$ cat src/verilog/tmb_defs.svh
/*
  Constants of the tri-state memory bus path: register offsets, timing
  fields, reset values, widths and the bridge latency.
  Assumes inclusion by bare name from the design files and the bench.
*/
`ifndef TMB_DEFS_SVH
`define TMB_DEFS_SVH

`define TMB_APB_AW 12
`define TMB_OFF_TIM0 12'h000
`define TMB_OFF_TIM1 12'h004
`define TMB_OFF_STAT 12'h008

`define TMB_TIM_W 16
`define TMB_FLD_W 4
`define TMB_RDW_LSB 0
`define TMB_WRW_LSB 4
`define TMB_TURN_LSB 8
`define TMB_HOLD_LSB 12
`define TMB_TIM0_RST 16'h1233
`define TMB_TIM1_RST 16'h0111

`define TMB_CNT_W 5
`define TMB_BRIDGE_LAT 5'h02

`define TMB_A0_W 22
`define TMB_D0_W 16
`define TMB_A1_W 20
`define TMB_D1_W 32
`define TMB_BUS_A_W 22
`define TMB_BUS_D_W 32

`endif

$ cat src/verilog/tmb_pkg.sv
/*
  Types shared by the tri-state memory bus path.
  Assumes tmb_defs.svh on the include path.
*/
package tmb_pkg;
  typedef enum logic [3:0] {
    TMB_IDLE = 4'b0001,
    TMB_REQ  = 4'b0010,
    TMB_ACT  = 4'b0100,
    TMB_TURN = 4'b1000
  } tmb_ctl_state_t;
endpackage

$ cat src/verilog/tmb_ctrl.sv
/*
  One generic tri-state controller: memory-mapped slave in, conduit
  master out, timing taken from a 16-bit timing word.
  Assumes the grant comes from the pin sharer in the same clock domain.
*/
`timescale 1ns/10ps
`default_nettype none
`include "tmb_defs.svh"
module tmb_ctrl #(
  parameter int ADDR_W = 22,
  parameter int DATA_W = 16
) (
  input wire logic sys_clk_i,
  input wire logic rst_i,
  input wire logic [`TMB_TIM_W-1:0] timing_i,
  input wire logic [ADDR_W-1:0] mm_addr_i,
  input wire logic mm_read_i,
  input wire logic mm_write_i,
  input wire logic [DATA_W-1:0] mm_wdata_i,
  output logic [DATA_W-1:0] mm_rdata_o,
  output logic mm_rdvalid_o,
  output logic mm_wait_o,
  output logic tcm_req_o,
  input wire logic tcm_grant_i,
  output logic [ADDR_W-1:0] tcm_addr_o,
  output logic [DATA_W-1:0] tcm_dout_o,
  output logic tcm_doe_o,
  output logic tcm_rd_n_o,
  output logic tcm_wr_n_o,
  output logic tcm_cs_n_o,
  input wire logic [DATA_W-1:0] tcm_din_i
);
  import tmb_pkg::*;

  tmb_ctl_state_t state_reg, state_next;
  logic [`TMB_CNT_W-1:0] cnt_reg;
  logic is_rd_reg;
  logic [ADDR_W-1:0] addr_reg;
  logic [DATA_W-1:0] wdata_reg;
  logic [DATA_W-1:0] rdata_reg;
  logic rdvalid_reg;
  logic wait_reg;
  logic req_reg;

  wire [`TMB_CNT_W-1:0] rd_wait = {1'b0, timing_i[`TMB_RDW_LSB +: 4]};
  wire [`TMB_CNT_W-1:0] wr_wait = {1'b0, timing_i[`TMB_WRW_LSB +: 4]};
  wire [`TMB_CNT_W-1:0] turn = {1'b0, timing_i[`TMB_TURN_LSB +: 4]};
  wire [`TMB_CNT_W-1:0] hold = {1'b0, timing_i[`TMB_HOLD_LSB +: 4]};
  wire [`TMB_CNT_W-1:0] wait_cnt = is_rd_reg ? rd_wait : wr_wait;
  // read latency includes both bridge stages
  wire [`TMB_CNT_W-1:0] rd_gap = (turn > `TMB_BRIDGE_LAT) ? turn :
                                 `TMB_BRIDGE_LAT;
  wire [`TMB_CNT_W-1:0] wr_gap = (turn > hold) ? turn : hold;
  wire [`TMB_CNT_W-1:0] gap = is_rd_reg ? rd_gap : wr_gap;
  wire in_idle = (state_reg == TMB_IDLE);
  wire in_req = (state_reg == TMB_REQ);
  wire in_act = (state_reg == TMB_ACT);
  wire in_turn = (state_reg == TMB_TURN);
  wire new_cmd = in_idle && (mm_read_i || mm_write_i);
  wire accept = in_act && (cnt_reg == wait_cnt);
  wire turn_done = in_turn && (cnt_reg >= gap);
  wire [`TMB_CNT_W-1:0] cnt_inc = cnt_reg + 5'h01;
  // the cycle before accept, so wait-request can be a flop
  wire accept_pre = (in_req && tcm_grant_i && wait_cnt == 5'h00) ||
                    (in_act && cnt_inc == wait_cnt);
  wire hold_win = in_turn && !is_rd_reg && (cnt_reg <= hold);
  wire rd_capture = in_turn && is_rd_reg && (cnt_reg == `TMB_BRIDGE_LAT);

  always_comb begin
    state_next = state_reg;
    unique case (state_reg)
      TMB_IDLE: if (new_cmd) state_next = TMB_REQ;
      TMB_REQ: if (tcm_grant_i) state_next = TMB_ACT;
      TMB_ACT: if (accept) state_next = TMB_TURN;
      TMB_TURN: if (turn_done) state_next = TMB_IDLE;
    endcase
  end

  always_ff @(posedge sys_clk_i or posedge rst_i) begin
    if (rst_i) begin
      state_reg <= TMB_IDLE;
      cnt_reg <= 5'h00;
      req_reg <= 1'b0;
      wait_reg <= 1'b1;
    end else begin
      state_reg <= state_next;
      wait_reg <= !accept_pre;
      if (new_cmd) begin
        req_reg <= 1'b1;
      end else if (turn_done) begin
        req_reg <= 1'b0;
      end
      if (in_req) begin
        cnt_reg <= 5'h00;
      end else if (accept) begin
        cnt_reg <= 5'h01;
      end else if (in_act || in_turn) begin
        cnt_reg <= cnt_inc;
      end
    end
  end

  always_ff @(posedge sys_clk_i or posedge rst_i) begin
    if (rst_i) begin
      is_rd_reg <= 1'b0;
      addr_reg <= '0;
      wdata_reg <= '0;
      rdata_reg <= '0;
      rdvalid_reg <= 1'b0;
    end else begin
      if (new_cmd) begin
        is_rd_reg <= mm_read_i;
        addr_reg <= mm_addr_i;
        wdata_reg <= mm_wdata_i;
      end
      rdvalid_reg <= rd_capture;
      if (rd_capture) begin
        rdata_reg <= tcm_din_i;
      end
    end
  end

  assign mm_rdata_o = rdata_reg;
  assign mm_rdvalid_o = rdvalid_reg;
  assign mm_wait_o = wait_reg;
  assign tcm_req_o = req_reg;
  assign tcm_addr_o = addr_reg;
  assign tcm_dout_o = wdata_reg;
  assign tcm_doe_o = !is_rd_reg && (in_act || hold_win);
  assign tcm_rd_n_o = !(in_act && is_rd_reg);
  assign tcm_wr_n_o = !(in_act && !is_rd_reg);
  assign tcm_cs_n_o = !(in_act || hold_win);
endmodule
`default_nettype wire

$ cat src/verilog/tmb_top.sv
/*
  Tri-state memory bus path: two generic controllers, a round-robin pin
  sharer, a registering conduit bridge with pad enables, and an APB slave
  holding the controllers' timing words and a status word.
  Assumes one clock for all parts and an external pad model that resolves
  the data pins from the output enable.
*/
// The address map and the APB interface to the registers are this design's own decisions.
`timescale 1ns/10ps
`default_nettype none
`include "tmb_defs.svh"
module tmb_top (
  input wire logic sys_clk_i,
  input wire logic rst_i,
  input wire logic psel_i,
  input wire logic penable_i,
  input wire logic pwrite_i,
  input wire logic [`TMB_APB_AW-1:0] paddr_i,
  input wire logic [31:0] pwdata_i,
  output logic [31:0] prdata_o,
  output logic pready_o,
  output logic pslverr_o,
  input wire logic [`TMB_A0_W-1:0] mm0_addr_i,
  input wire logic mm0_read_i,
  input wire logic mm0_write_i,
  input wire logic [`TMB_D0_W-1:0] mm0_wdata_i,
  output logic [`TMB_D0_W-1:0] mm0_rdata_o,
  output logic mm0_rdvalid_o,
  output logic mm0_wait_o,
  input wire logic [`TMB_A1_W-1:0] mm1_addr_i,
  input wire logic mm1_read_i,
  input wire logic mm1_write_i,
  input wire logic [`TMB_D1_W-1:0] mm1_wdata_i,
  output logic [`TMB_D1_W-1:0] mm1_rdata_o,
  output logic mm1_rdvalid_o,
  output logic mm1_wait_o,
  output logic [`TMB_BUS_A_W-1:0] pad_addr_o,
  output logic pad_rd_n_o,
  output logic pad_wr_n_o,
  output logic [1:0] pad_cs_n_o,
  output logic pad_ctl_oe_o,
  output logic [`TMB_BUS_D_W-1:0] pad_data_o,
  output logic pad_data_oe_o,
  input wire logic [`TMB_BUS_D_W-1:0] pad_data_i
);
  import tmb_pkg::*;

  localparam int AW = `TMB_BUS_A_W;
  localparam int DW = `TMB_BUS_D_W;

  // register file
  logic [`TMB_TIM_W-1:0] tim0_reg;
  logic [`TMB_TIM_W-1:0] tim1_reg;
  logic [31:0] prdata_reg;
  logic pready_reg;
  logic pslverr_reg;

  // controller conduit sides
  logic c0_req, c0_doe, c0_rd_n, c0_wr_n, c0_cs_n;
  logic c1_req, c1_doe, c1_rd_n, c1_wr_n, c1_cs_n;
  logic [`TMB_A0_W-1:0] c0_addr;
  logic [`TMB_A1_W-1:0] c1_addr;
  logic [`TMB_D0_W-1:0] c0_dout;
  logic [`TMB_D1_W-1:0] c1_dout;

  // sharer state
  logic [1:0] gnt_reg;
  logic ptr_reg;

  // bridge registers
  logic [AW-1:0] br_addr_reg;
  logic [DW-1:0] br_dout_reg;
  logic [DW-1:0] br_din_reg;
  logic br_doe_reg;
  logic br_rd_n_reg;
  logic br_wr_n_reg;
  logic [1:0] br_cs_n_reg;
  logic br_oe_reg;

  // ---------------- APB slave ----------------
  wire apb_access = psel_i && penable_i;
  wire apb_done = apb_access && pready_reg;
  wire hit_tim0 = (paddr_i == `TMB_OFF_TIM0);
  wire hit_tim1 = (paddr_i == `TMB_OFF_TIM1);
  wire hit_stat = (paddr_i == `TMB_OFF_STAT);
  wire hit_any = hit_tim0 || hit_tim1 || hit_stat;
  wire [31:0] status_word = {25'h0, ptr_reg, c1_req, c0_req,
                             gnt_reg, br_oe_reg, 1'b0};
  wire [31:0] rd_mux = hit_tim0 ? {16'h0000, tim0_reg} :
                       hit_tim1 ? {16'h0000, tim1_reg} :
                       hit_stat ? status_word : 32'h00000000;

  always_ff @(posedge sys_clk_i or posedge rst_i) begin
    if (rst_i) begin
      pready_reg <= 1'b0;
      pslverr_reg <= 1'b0;
      prdata_reg <= 32'h00000000;
    end else begin
      // one wait state: ready rises in the second access cycle
      pready_reg <= apb_access && !pready_reg;
      if (apb_access && !pready_reg) begin
        pslverr_reg <= !hit_any;
        prdata_reg <= pwrite_i ? 32'h00000000 : rd_mux;
      end else begin
        pslverr_reg <= 1'b0;
      end
    end
  end

  always_ff @(posedge sys_clk_i or posedge rst_i) begin
    if (rst_i) begin
      tim0_reg <= `TMB_TIM0_RST;
      tim1_reg <= `TMB_TIM1_RST;
    end else if (apb_done && pwrite_i) begin
      if (hit_tim0) begin
        tim0_reg <= pwdata_i[`TMB_TIM_W-1:0];
      end
      if (hit_tim1) begin
        tim1_reg <= pwdata_i[`TMB_TIM_W-1:0];
      end
    end
  end

  assign prdata_o = prdata_reg;
  assign pready_o = pready_reg;
  assign pslverr_o = pslverr_reg;

  // ---------------- controllers ----------------
  tmb_ctrl #(.ADDR_W(`TMB_A0_W), .DATA_W(`TMB_D0_W)) u_ctrl0 (
    .sys_clk_i(sys_clk_i),
    .rst_i(rst_i),
    .timing_i(tim0_reg),
    .mm_addr_i(mm0_addr_i),
    .mm_read_i(mm0_read_i),
    .mm_write_i(mm0_write_i),
    .mm_wdata_i(mm0_wdata_i),
    .mm_rdata_o(mm0_rdata_o),
    .mm_rdvalid_o(mm0_rdvalid_o),
    .mm_wait_o(mm0_wait_o),
    .tcm_req_o(c0_req),
    .tcm_grant_i(gnt_reg[0]),
    .tcm_addr_o(c0_addr),
    .tcm_dout_o(c0_dout),
    .tcm_doe_o(c0_doe),
    .tcm_rd_n_o(c0_rd_n),
    .tcm_wr_n_o(c0_wr_n),
    .tcm_cs_n_o(c0_cs_n),
    .tcm_din_i(br_din_reg[`TMB_D0_W-1:0])
  );

  tmb_ctrl #(.ADDR_W(`TMB_A1_W), .DATA_W(`TMB_D1_W)) u_ctrl1 (
    .sys_clk_i(sys_clk_i),
    .rst_i(rst_i),
    .timing_i(tim1_reg),
    .mm_addr_i(mm1_addr_i),
    .mm_read_i(mm1_read_i),
    .mm_write_i(mm1_write_i),
    .mm_wdata_i(mm1_wdata_i),
    .mm_rdata_o(mm1_rdata_o),
    .mm_rdvalid_o(mm1_rdvalid_o),
    .mm_wait_o(mm1_wait_o),
    .tcm_req_o(c1_req),
    .tcm_grant_i(gnt_reg[1]),
    .tcm_addr_o(c1_addr),
    .tcm_dout_o(c1_dout),
    .tcm_doe_o(c1_doe),
    .tcm_rd_n_o(c1_rd_n),
    .tcm_wr_n_o(c1_wr_n),
    .tcm_cs_n_o(c1_cs_n),
    .tcm_din_i(br_din_reg[`TMB_D1_W-1:0])
  );

  // ---------------- pin sharer ----------------
  wire [1:0] req = {c1_req, c0_req};
  // owner dropped its request: hold and turnaround are over
  wire owner_done = |(gnt_reg & ~req);
  wire [1:0] pick_fav = ptr_reg ? 2'b10 : 2'b01;
  wire [1:0] pick_alt = ptr_reg ? 2'b01 : 2'b10;
  wire [1:0] pick = |(req & pick_fav) ? pick_fav :
                    |(req & pick_alt) ? pick_alt : 2'b00;
  wire [1:0] gnt_next = owner_done ? 2'b00 :
                        (gnt_reg == 2'b00) ? pick : gnt_reg;

  always_ff @(posedge sys_clk_i or posedge rst_i) begin
    if (rst_i) begin
      gnt_reg <= 2'b00;
      ptr_reg <= 1'b0;
    end else begin
      gnt_reg <= gnt_next;
      if (owner_done) begin
        ptr_reg <= gnt_reg[0];
      end
    end
  end

  // address, data, data enable and strobes share one name each
  wire [AW-1:0] c0_addr_al = c0_addr;
  wire [AW-1:0] c1_addr_al = {{(AW-`TMB_A1_W){1'b0}}, c1_addr};
  wire [DW-1:0] c0_dout_al = {{(DW-`TMB_D0_W){1'b0}}, c0_dout};
  wire [DW-1:0] c1_dout_al = c1_dout;
  wire [AW-1:0] sh_addr = gnt_reg[0] ? c0_addr_al :
                          gnt_reg[1] ? c1_addr_al : '0;
  wire [DW-1:0] sh_dout = gnt_reg[0] ? c0_dout_al :
                          gnt_reg[1] ? c1_dout_al : '0;
  wire sh_doe = (gnt_reg[0] && c0_doe) || (gnt_reg[1] && c1_doe);
  wire sh_rd_n = gnt_reg[0] ? c0_rd_n :
                 gnt_reg[1] ? c1_rd_n : 1'b1;
  wire sh_wr_n = gnt_reg[0] ? c0_wr_n :
                 gnt_reg[1] ? c1_wr_n : 1'b1;
  // chip selects are unshared
  wire [1:0] sh_cs_n = {c1_cs_n, c0_cs_n};

  // ---------------- conduit bridge ----------------
  always_ff @(posedge sys_clk_i or posedge rst_i) begin
    if (rst_i) begin
      br_oe_reg <= 1'b0;
      br_doe_reg <= 1'b0;
      br_addr_reg <= '0;
      br_dout_reg <= '0;
      br_rd_n_reg <= 1'b1;
      br_wr_n_reg <= 1'b1;
      br_cs_n_reg <= 2'b11;
      br_din_reg <= '0;
    end else begin
      br_oe_reg <= 1'b1;
      br_doe_reg <= sh_doe;
      br_addr_reg <= sh_addr;
      br_dout_reg <= sh_dout;
      br_rd_n_reg <= sh_rd_n;
      br_wr_n_reg <= sh_wr_n;
      br_cs_n_reg <= sh_cs_n;
      br_din_reg <= pad_data_i;
    end
  end

  assign pad_addr_o = br_addr_reg;
  assign pad_rd_n_o = br_rd_n_reg;
  assign pad_wr_n_o = br_wr_n_reg;
  assign pad_cs_n_o = br_cs_n_reg;
  assign pad_ctl_oe_o = br_oe_reg;
  assign pad_data_o = br_dout_reg;
  assign pad_data_oe_o = br_doe_reg;
endmodule
`default_nettype wire
$ cat config.mk
export PLATFORM = sky130hd
export DESIGN_NAME = tmb_top
export DESIGN_NICKNAME = d
export VERILOG_FILES = /design/src/verilog/tmb_pkg.sv /design/src/verilog/tmb_ctrl.sv /design/src/verilog/tmb_top.sv
export VERILOG_INCLUDE_DIRS = /design/src /design/src/verilog
export SDC_FILE = /design/constraint.sdc
export NUM_CORES = 1
export LEC_CHECK = 0
export BUFFER_PORTS_ARGS = -buffer_cell sky130_fd_sc_hd__buf_2
export CORE_MARGIN = 4
export CORE_UTILIZATION = 58
export DETAILED_ROUTE_END_ITERATION = 8
export HOLD_SLACK_MARGIN = 0.05
export PLACE_DENSITY = 0.84
export REMOVE_ABC_BUFFERS = 1
export SLEW_MARGIN = 40
export SYNTH_ARGS = -nofsm -noshare
export SYNTH_HDL_FRONTEND = slang
export SYNTH_HIERARCHICAL = 1
export SYNTH_SLANG_ARGS = --single-unit
$ cat constraint.sdc
create_clock -name sys_clk_i -period 12.1 [get_ports sys_clk_i]
set_clock_uncertainty 0.2 [all_clocks]
set_input_delay 2.42 -clock sys_clk_i [delete_from_list [all_inputs] [get_ports sys_clk_i]]
set_output_delay 2.42 -clock sys_clk_i [all_outputs]
set_load 0.005 [all_outputs]
==> summary.txt, run 1 <==
Outcome
  – Status: complete, no violations

Worst setup path
  – Critical Path Start Type: input pin
  – Worst reg2reg path startpoint: tim1_reg[13]
  – Setup CP Type: input pin to register
  – Worst R2R Setup Slack: 8330 ps
  – Reg2Reg Capture Point: u_ctrl1/tcm_req_o
  – Critical Path AT: 4030 ps
  – Worst path required time: 12330 ps
  – Crit end category: register
  – Reg2reg path depth: 13
  – Maximum fanout along the worst path: 16

Place
  – DP Wirelength: 22800 µm
  – Setup WS pre-CTS: 7750 ps
  – GPL Wtd Cong: 0.883
  – Post-Place Cells: 1503
  – # port buffers: 288

STA
  – Final worst slack: 8300 ps
  – Max-slew violation count: 0
  – Final min period: 3800 ps
  – Period utilisation layout: 31.4%
  – Highest Clock Rate: 263 MHz
  – Final setup fails: 0
  – RSZ-0062 raised after global routing: false
  – Hold Fails Final Rpt: 0
  – Measured slew at the worst slew-check pin: 833 ps
  – Rel. slew slack: 44.3%
  – Setup_tns: 0 ps

Clock network
  – Post-CTS Setup Repair Bufs: 0
  – Reg clk slew, reported paths: 60 ps
  – Clock Latency Late Sink: 550 ps
  – Post_cts resized: 0
  – CTS sink cnt: 309
  – CTS Buffer Depth: 3
  – Total CTS buffers: 31
  – Htree depth: 1
  – CTS root buf: clkbuf_16
  – Hold Buf Count CTS: 0
  – CTS tree: done

Power and ir drop
  – Lkg Pwr: 8.05 nW
  – Pwr dens: 171 nW/µm²
  – VDD IR max: 0.167 mV

Layout
  – Final non-filler cell total: 1565
  – Area delta synth->final: 19.9%
  – Final nets: 1460
  – Share of cells above drive strength 1: 41.5%

Drt
  – Initial DRC count: 568
  – Via density per instance: 5.69
  – Total iterations of the first detailed-routing run: 5
  – Number of remaining DRC errors: 0
  – Total Wirelength: 33000 µm
  – Routed length per instance: 21.1 µm
  – Vias after detailed routing: 8901
  – ANT nets after route: 0

Min path
  – Hold Startpoint: br_din_reg[21]
  – WHS Endpoint: u_ctrl1/mm_rdata_o[21]
  – Worst Hold Depth: 1
  – HP Class: register to register

Synth
  – Synth Cell Area: 13000 µm²
  – Ys Warns: 6
  – Post-Syn Instances: 970
  – Netlist cell types: 67
  – Post-synthesis sequential area ratio: 59.5%
  – Main flop type after synthesis: dfrtp_1
  – Post-synthesis average cell area: 13.4 µm²
  – Number of synthesized flops with an enable pin: 0
  – Asr flop ratio synth: 100%
  – #FFs+latches synth: 309

Global route
  – Initial antenna violation count: 13
  – Gr usage total: 25.9%
  – Largest net degree at the start of global routing: 100
  – Global-route wire length before repair: 50600 µm
  – Vias in the first global route: 9324
  – Total grt overflow: 0

Die
  – Core Area: 22000 µm²
  – Ports: 321
  – Die width: 158 µm
  – DIE HEIGHT: 158 µm
  – # rows: 54
  – Die Area: 24900 µm²
  – Initial core utilization: 59.4%

Job
  – Max_cap viols: 0
placed cells by master, fill, tap and decap left out, drive strengths merged, types with 18 or more instances in the layout:
master  count
ha         28
clkbuf     47
and2       19
nor2       27
nand2      48
buf       297
o21ai      18
inv        42
dfrtp     292
mux2      171
nor3       20
a21oi      21
a22o       41
worst max-delay path: stages:
cell and delay [ps]:
buf_2 310, nor4b_2 420, nand4_4 400, mux2_1 460
kinds of logic after synthesis:
kind of cell / after synthesis / share of synthesized area (%)
adder cells (fa/ha/maj): 28 / 2.69
XOR/XNOR: 16 / 1.19
flip-flops: 309 / 59.5
buffers and inverters: 99 / 4.00
other: 2 / 0.0576
multiplexers: 180 / 15.5
AO/OA/AOI/OAI: 140 / 8.03
AND/OR/NAND/NOR: 196 / 9.07
per-layer routing:
layer,GRT usage [%],part of all wire (%),vias to the layer above
met2,43.4,50,327
met5,0,0.34,-
met3,9.32,9.4,77
li1,-,-,3990
met1,32.2,37,4489
met4,6.84,2.5,18
Yosys cell counts, types with 4 or more instances:
library cell,instances,area [µm²]
dfrtp_1,292,7310
mux2_2,142,1600
nand2_1,47,176
a22o_1,41,359
inv_1,40,150
mux2_1,29,327
ha_1,28,350
nor2_1,27,101
buf_4,25,188
a21oi_1,21,105
clkbuf_1,20,75.1
and2_1,19,119
nor3_1,18,90.1
o21ai_0,18,90.1
dfstp_2,17,447
nor2b_1,17,106
nand2b_1,12,75.1
o21a_1,10,75.1
o221ai_1,10,87.6
mux2i_1,9,90.1
a21o_1,8,60.1
nand3_1,8,40.0
nand4_1,8,50.1
xor2_1,8,70.1
xnor2_1,7,61.3
buf_2,6,30.0
o31ai_1,6,45.0
buf_6,5,56.3
nor4_1,5,31.3
o211a_1,5,50.1
or4_1,5,37.5
nor4b_2,4,60.1
o211ai_1,4,30.0
power by group:
part	switching, mW	internal [mW]	total (mW)
clock	0.386	0.535	0.921
combinational	0.227	0.230	0.458
sequential	0.0902	1.20	1.29
stage by stage:
stage / hold slack, ps / power, mW / utilization [%] / cell area, µm²
finish: 268 / 2.67 / 71.2 / 15600
global placement: 256 / 1.74 / 66.4 / 14600
CTS: 272 / 2.69 / 71.1 / 15600
global route: 288 / 2.80 / 71.2 / 15600
detailed placement: 261 / 1.76 / 66.6 / 14600
floorplan: 249 / 1.54 / - / 12700
area by class of cell:
cell class | instances | area, µm²
multi-input combinational | 577 | 4820
inverter | 41 | 164
clock inverter | 9 | 82.6
tap | 280 | 350
timing repair buffer | 297 | 1530
antenna | 5 | 12.5
clock buffer | 47 | 906
fill | 1465 | 6330
sequential | 309 | 7760
how the worst max path moves through the flow:
stage	startpoint	end	slack, ps	cells past startpoint
floorplan	rst_i	br_din_reg[0]	5610	1
global placement	paddr_i[2]	tim1_reg[3]	7810	4
detailed placement	paddr_i[2]	tim1_reg[6]	7750	4
CTS	pad_cs_n_o[0]	pad_cs_n_o[0]	8280	1
global route	tim1_reg[13]	u_ctrl1/tcm_req_o	8200	13
finish	paddr_i[2]	tim1_reg[1]	8300	4
(Power assumes the default switching activity.)
==> run 2: changes to the inputs <==
--- a/config.mk
+++ b/config.mk
@@ -8,10 +8,10 @@
 export LEC_CHECK = 0
 export BUFFER_PORTS_ARGS = -buffer_cell sky130_fd_sc_hd__buf_2
 export CORE_MARGIN = 4
-export CORE_UTILIZATION = 58
+export CORE_UTILIZATION = 48
 export DETAILED_ROUTE_END_ITERATION = 8
 export HOLD_SLACK_MARGIN = 0.05
-export PLACE_DENSITY = 0.84
+export PLACE_DENSITY = 0.74
 export REMOVE_ABC_BUFFERS = 1
 export SLEW_MARGIN = 40
 export SYNTH_ARGS = -nofsm -noshare
==> constraint.sdc (replaced) <==
create_clock -name sys_clk_i -period 3.05 [get_ports sys_clk_i]
set_clock_uncertainty 0.2 [all_clocks]
set_input_delay 0.61 -clock sys_clk_i [delete_from_list [all_inputs] [get_ports sys_clk_i]]
set_output_delay 0.61 -clock sys_clk_i [all_outputs]
set_load 0.005 [all_outputs]
==> summary.txt, run 2 (synthesis results as in run 1) <==
Die
  – Die Area: 29900 µm²
  – Core Area: 26800 µm²
  – # rows: 60
  – Die width: 173 µm
  – Ports: 321
  – DIE HEIGHT: 173 µm
  – Initial core utilization: 48.6%

Layout
  – Design area: 16700 µm²
  – Area delta synth->final: 27.8%
  – Final nets: 1536
  – Share of cells above drive strength 1: 43.3%
  – Post-layout util: 62.1%
  – Fill cell count: 2054
  – Most frequent cells in the layout: dfrtp_1 (291), buf_2 (288), mux2_2 (142)
  – Most common cell after layout, fill and taps aside: dfrtp_1

Worst setup path
  – Setup CP Type: register to register
  – Reg2reg path depth: 12
  – Worst path required time: 3340 ps
  – Maximum fanout along the worst path: 3
  – Crit end category: register
  – Critical Path AT: 3540 ps
  – Critical Path Start Type: register

Power and ir drop
  – VDD IR max: 0.660 mV
  – Pwr dens: 667 nW/µm²
  – Final Power: 11.1 mW
  – Lkg Pwr: 8.52 nW

Min path
  – HP Class: input pin to register
  – Worst Hold Depth: 2

Global route
  – Total grt overflow: 0
  – Global-route wire length before repair: 54800 µm
  – Largest net degree at the start of global routing: 64
  – Vias in the first global route: 9893
  – Gr usage total: 22.7%
  – Initial antenna violation count: 13

Outcome
  – Failing checks: setup timing
  – Status: complete, but fails checks

STA
  – Final setup fails: 6
  – RSZ-0062 raised after global routing: true
  – Final worst slack: -201 ps
  – Highest Clock Rate: 308 MHz
  – Final min period: 3250 ps
  – Setup_tns: -653 ps
  – Measured slew at the worst slew-check pin: 657 ps
  – Rel. slew slack: 56.2%
  – Period utilisation layout: 107%
  – Hold Fails Final Rpt: 0
  – Max-slew violation count: 0

Clock network
  – Htree depth: 1
  – CTS tree: done
  – CTS sink cnt: 309
  – CTS root buf: clkbuf_16
  – Clock Latency Late Sink: 560 ps
  – Total CTS buffers: 31
  – CTS Buffer Depth: 3
  – Reg clk slew, reported paths: 60 ps

Drt
  – Via density per instance: 5.36
  – Routed length per instance: 20.1 µm
  – Total Wirelength: 34200 µm
  – Initial DRC count: 463
  – Number of remaining DRC errors: 0
  – Vias after detailed routing: 9147
  – ANT nets after route: 0
  – Total iterations of the first detailed-routing run: 7

Place
  – Setup WS pre-CTS: -357 ps
  – Area after DPL: 15000 µm²
  – DP Wirelength: 24200 µm
  – # port buffers: 288
  – GPL Wtd Cong: 0.855

Job
  – Max_cap viols: 0
==> run 2: changes by cell type in the layout (fill, tap and decap cells not counted), moves of 4 or more <==
cell / before / now
buf_12: 1 / 7
buf_4: 5 / 41
bufinv_16: 1 / 6
dlygate4sd3_1: 0 / 35
ha_1: 28 / 23
ha_4: 0 / 4
==> run 2: layout make-up <==
class                      instances  area (µm²)  area share [%]
sequential                       309        7750            46.6
clock inverter                    14         233            1.40
antenna                            8        20.0           0.120
tap                              341         427            2.56
timing repair buffer             373        2260            13.6
multi-input combinational        577        4930            29.6
clock buffer                      42         867            5.21
inverter                          41         161           0.969
==> run 2: repair_timing <==
action / CTS / global route
endpoints found under the setup margin: 6 / 6
endpoints found under the hold margin: 124 / 0
setup buffers: 1 / 4
resized for setup: 12 / 7
hold buffers: 35 / 0
pin swaps: 15 / 15
==> run 2: worst max-delay path: stages (launching register included) <==
cell,delay (ps)
dfstp_2,550
ha_4,200
nor2b_4,120
o21a_1,160
o21a_1,180
o2111ai_1,190
or3b_4,420
ha_4,220
nand2b_4,140
a21o_1,150
a21o_1,150
a211o_1,330
a22o_1,190
==> run 2: layer usage <==
layer / global-route usage (%) / up-vias / wire length, µm
met4: 7.38 / 12 / 992
met2: 38.2 / 299 / 16800
met1: 27.8 / 4604 / 13500
li1: - / 4159 / -
met5: 0 / - / 69
met3: 7.80 / 73 / 2880
==> run 2: final timing paths <==
path                            startpoint                endpoint  slack (ps)
setup / recovery               tim0_reg[9]    u_ctrl0/state_reg[0]        -200
hold / removal             mm1_wdata_i[18]  u_ctrl1/tcm_dout_o[18]          80
setup reg to reg               tim0_reg[9]    u_ctrl0/state_reg[0]        -200
hold reg to reg             br_din_reg[17]  u_ctrl1/mm_rdata_o[17]         280
max in group asynchronous            rst_i  u_ctrl1/tcm_addr_o[12]        1380
min in group asynchronous            rst_i           br_din_reg[0]         430
==> run 2: through the flow <==
step,std cells,hold slack [ps]
3_5_place_dp,1600,263
6_report,1705,75.1
4_1_cts,1692,53.8
3_3_place_gp,1600,255
5_1_grt,1704,59.2
2_1_floorplan,927,249
==> run 2: report_power, final <==
group	switching [mW]	leakage, nW	internal, mW	total [mW]
clock	1.59	0.534	2.49	4.08
combinational	0.928	3.98	0.998	1.93
sequential	0.335	4.00	4.77	5.10
==> run 3: changes to the inputs <==
--- a/config.mk
+++ b/config.mk
@@ -7,7 +7,7 @@
 export NUM_CORES = 1
 export LEC_CHECK = 0
 export BUFFER_PORTS_ARGS = -buffer_cell sky130_fd_sc_hd__buf_2
-export CORE_MARGIN = 4
+export CORE_MARGIN = 2
 export CORE_UTILIZATION = 48
 export DETAILED_ROUTE_END_ITERATION = 8
 export HOLD_SLACK_MARGIN = 0.05
==> constraint.sdc (replaced) <==
create_clock -name sys_clk_i -period 3.05 [get_ports sys_clk_i]
set_clock_uncertainty 0.2 [all_clocks]
set_input_delay 0.305 -clock sys_clk_i [delete_from_list [all_inputs] [get_ports sys_clk_i]]
set_output_delay 0.305 -clock sys_clk_i [all_outputs]
set_load 0.005 [all_outputs]
==> summary.txt, run 3 (synthesis results as in run 1) <==
Global route
  – Total grt overflow: 0
  – Largest net degree at the start of global routing: 68
  – Vias in the first global route: 10600
  – Initial antenna violation count: 2
  – Gr usage total: 26.0%
  – Global-route wire length before repair: 57800 µm

Die
  – DIE HEIGHT: 169 µm
  – Ports: 321
  – # rows: 60
  – Die width: 169 µm
  – Initial core utilization: 48.6%
  – Die Area: 28500 µm²
  – Core Area: 26800 µm²

Power and ir drop
  – Lkg Pwr: 8.94 nW
  – Seq pwr share: 45.8%
  – Final Power: 11.2 mW
  – Clock power share: 35.5%
  – VDD IR max: 0.641 mV
  – Sw Share: 26.7%
  – Pwr dens: 634 nW/µm²
  – P_sw: 3.00 mW
  – P_int: 8.22 mW
  – Gate power share: 18.7%

STA
  – RSZ-0062 raised after global routing: true
  – Final setup fails: 4
  – Rel. slew slack: 47.1%
  – Highest Clock Rate: 312 MHz
  – Final min period: 3200 ps
  – Final worst slack: -154 ps
  – Period utilisation layout: 105%
  – Hold Fails Final Rpt: 0
  – Measured slew at the worst slew-check pin: 792 ps
  – Max-slew violation count: 0
  – Setup_tns: -422 ps

Worst setup path
  – Crit end category: register
  – Worst path required time: 3280 ps
  – Maximum fanout along the worst path: 3
  – Critical Path Start Type: register
  – Worst R2R Setup Slack: -150 ps
  – Critical Path AT: 3430 ps
  – Setup CP Type: register to register

Outcome
  – Status: complete, but fails checks
  – Failing checks: setup timing

Drt
  – Total Wirelength: 37100 µm
  – ANT nets after route: 0
  – Initial DRC count: 638
  – Number of remaining DRC errors: 0
  – Total iterations of the first detailed-routing run: 5
  – Via density per instance: 5.40
  – Routed length per instance: 20.5 µm
  – Vias after detailed routing: 9763

Layout
  – Most frequent cells in the layout: dfrtp_1 (291), buf_2 (288), dlygate4sd3_1 (150)
  – Footprint of the multi-input gates: 4920 µm²
  – Share of cells above drive strength 1: 39.1%
  – Design area: 17700 µm²
  – Area delta synth->final: 35.7%
  – Fill cell count: 1865
  – Most common cell after layout, fill and taps aside: dfrtp_1
  – Post-layout util: 66.0%
  – Final nets: 1646
  – FF+latch area: 7750 µm²

Place
  – Setup WS pre-CTS: -332 ps
  – GPL Wtd Cong: 0.881
  – # port buffers: 288
  – Area after DPL: 15000 µm²
  – DP Wirelength: 23300 µm

Clock network
  – CTS sink cnt: 309
  – Htree depth: 2
  – CTS tree: done
  – Clock Latency Late Sink: 510 ps
  – CTS Buffer Depth: 3
  – Total CTS buffers: 34
  – CTS root buf: clkbuf_16
  – Reg clk slew, reported paths: 60 ps

Min path
  – HP Class: input pin to register

Job
  – Max_cap viols: 0
run 3: cell types whose count changed in the layout (fill, tap and decap cells not counted), moves of 2 or more:
cell / before / now
dlygate4sd3_1: 35 / 150
clkbuf_1: 6 / 13
diode_2: 8 / 1
buf_4: 41 / 35
bufinv_16: 6 / 1
clkbuf_16: 31 / 35
clkinv_2: 4 / 0
clkinv_8: 0 / 2
run 3: power groups by stage:
| stage | registers, mW | clock network, mW | logic [mW] |
|---|---|---|---|
| CTS | 5.11 | 4.03 | 2.05 |
| detailed placement | 5.16 | 0 | 1.87 |
| global route | 5.21 | 4.22 | 2.27 |
| floorplan | 5.15 | 0 | 0.959 |
| global placement | 5.13 | 0 | 1.83 |
| finish | 5.14 | 3.98 | 2.10 |
run 3: area by class of cell:
type | instances | share of cell area [%]
multi-input cells | 577 | 27.8
flip-flops and latches | 309 | 43.9
inverters | 41 | 0.913
diodes | 1 | 0.0142
repair buffers | 480 | 18.9
clock buffers | 54 | 5.70
clock inverters | 4 | 0.396
well taps | 341 | 2.41
run 3: worst paths after layout:
check                             from                      to  cells after the start
setup / recovery           tim0_reg[9]    u_ctrl0/state_reg[0]                     12
hold / removal              paddr_i[7]             tim1_reg[3]                      4
setup reg to reg           tim0_reg[9]    u_ctrl0/state_reg[0]                     12
hold reg to reg            prdata_o[1]             prdata_o[1]                      2
max in group asynchronous        rst_i  u_ctrl0/tcm_addr_o[18]                      4
min in group asynchronous        rst_i   u_ctrl1/mm_rdata_o[9]                      3
run 3: metal layers:
metal	routed length, µm	global-route usage, %	up-vias
met1	14400	31.5	4899
met4	1430	10.3	2
met5	14	0	-
li1	-	-	4367
met3	2690	7.04	101
met2	18600	44.5	394
run 3: metrics by stage:
step	hold slack [ps]	instances
after floorplan	136	927
after global placement	213	1598
after detailed placement	214	1598
after CTS	162	1806
after global routing	212	1806
final	200	1807
run 3: worst max-delay path: stages, from the launching register on:
cell       delay, ps
dfstp_2          550
ha_4             200
nor2b_4          120
o21a_1           170
o21a_1           180
o2111ai_1        160
or3b_4           400
ha_4             220
nand2b_4         130
a21o_1           140
a21o_1           150
a211o_1          330
a22o_1           190
run 3: repair_timing:
item                                    in CTS  in global routing
setup buffers                                0                  0
gates cloned                                 0                  0
hold buffers                               150                  0
gates resized for setup                     11                  8
endpoints found under the setup margin       6                  6
pin swaps                                   16                  8
endpoints found under the hold margin      283                  0
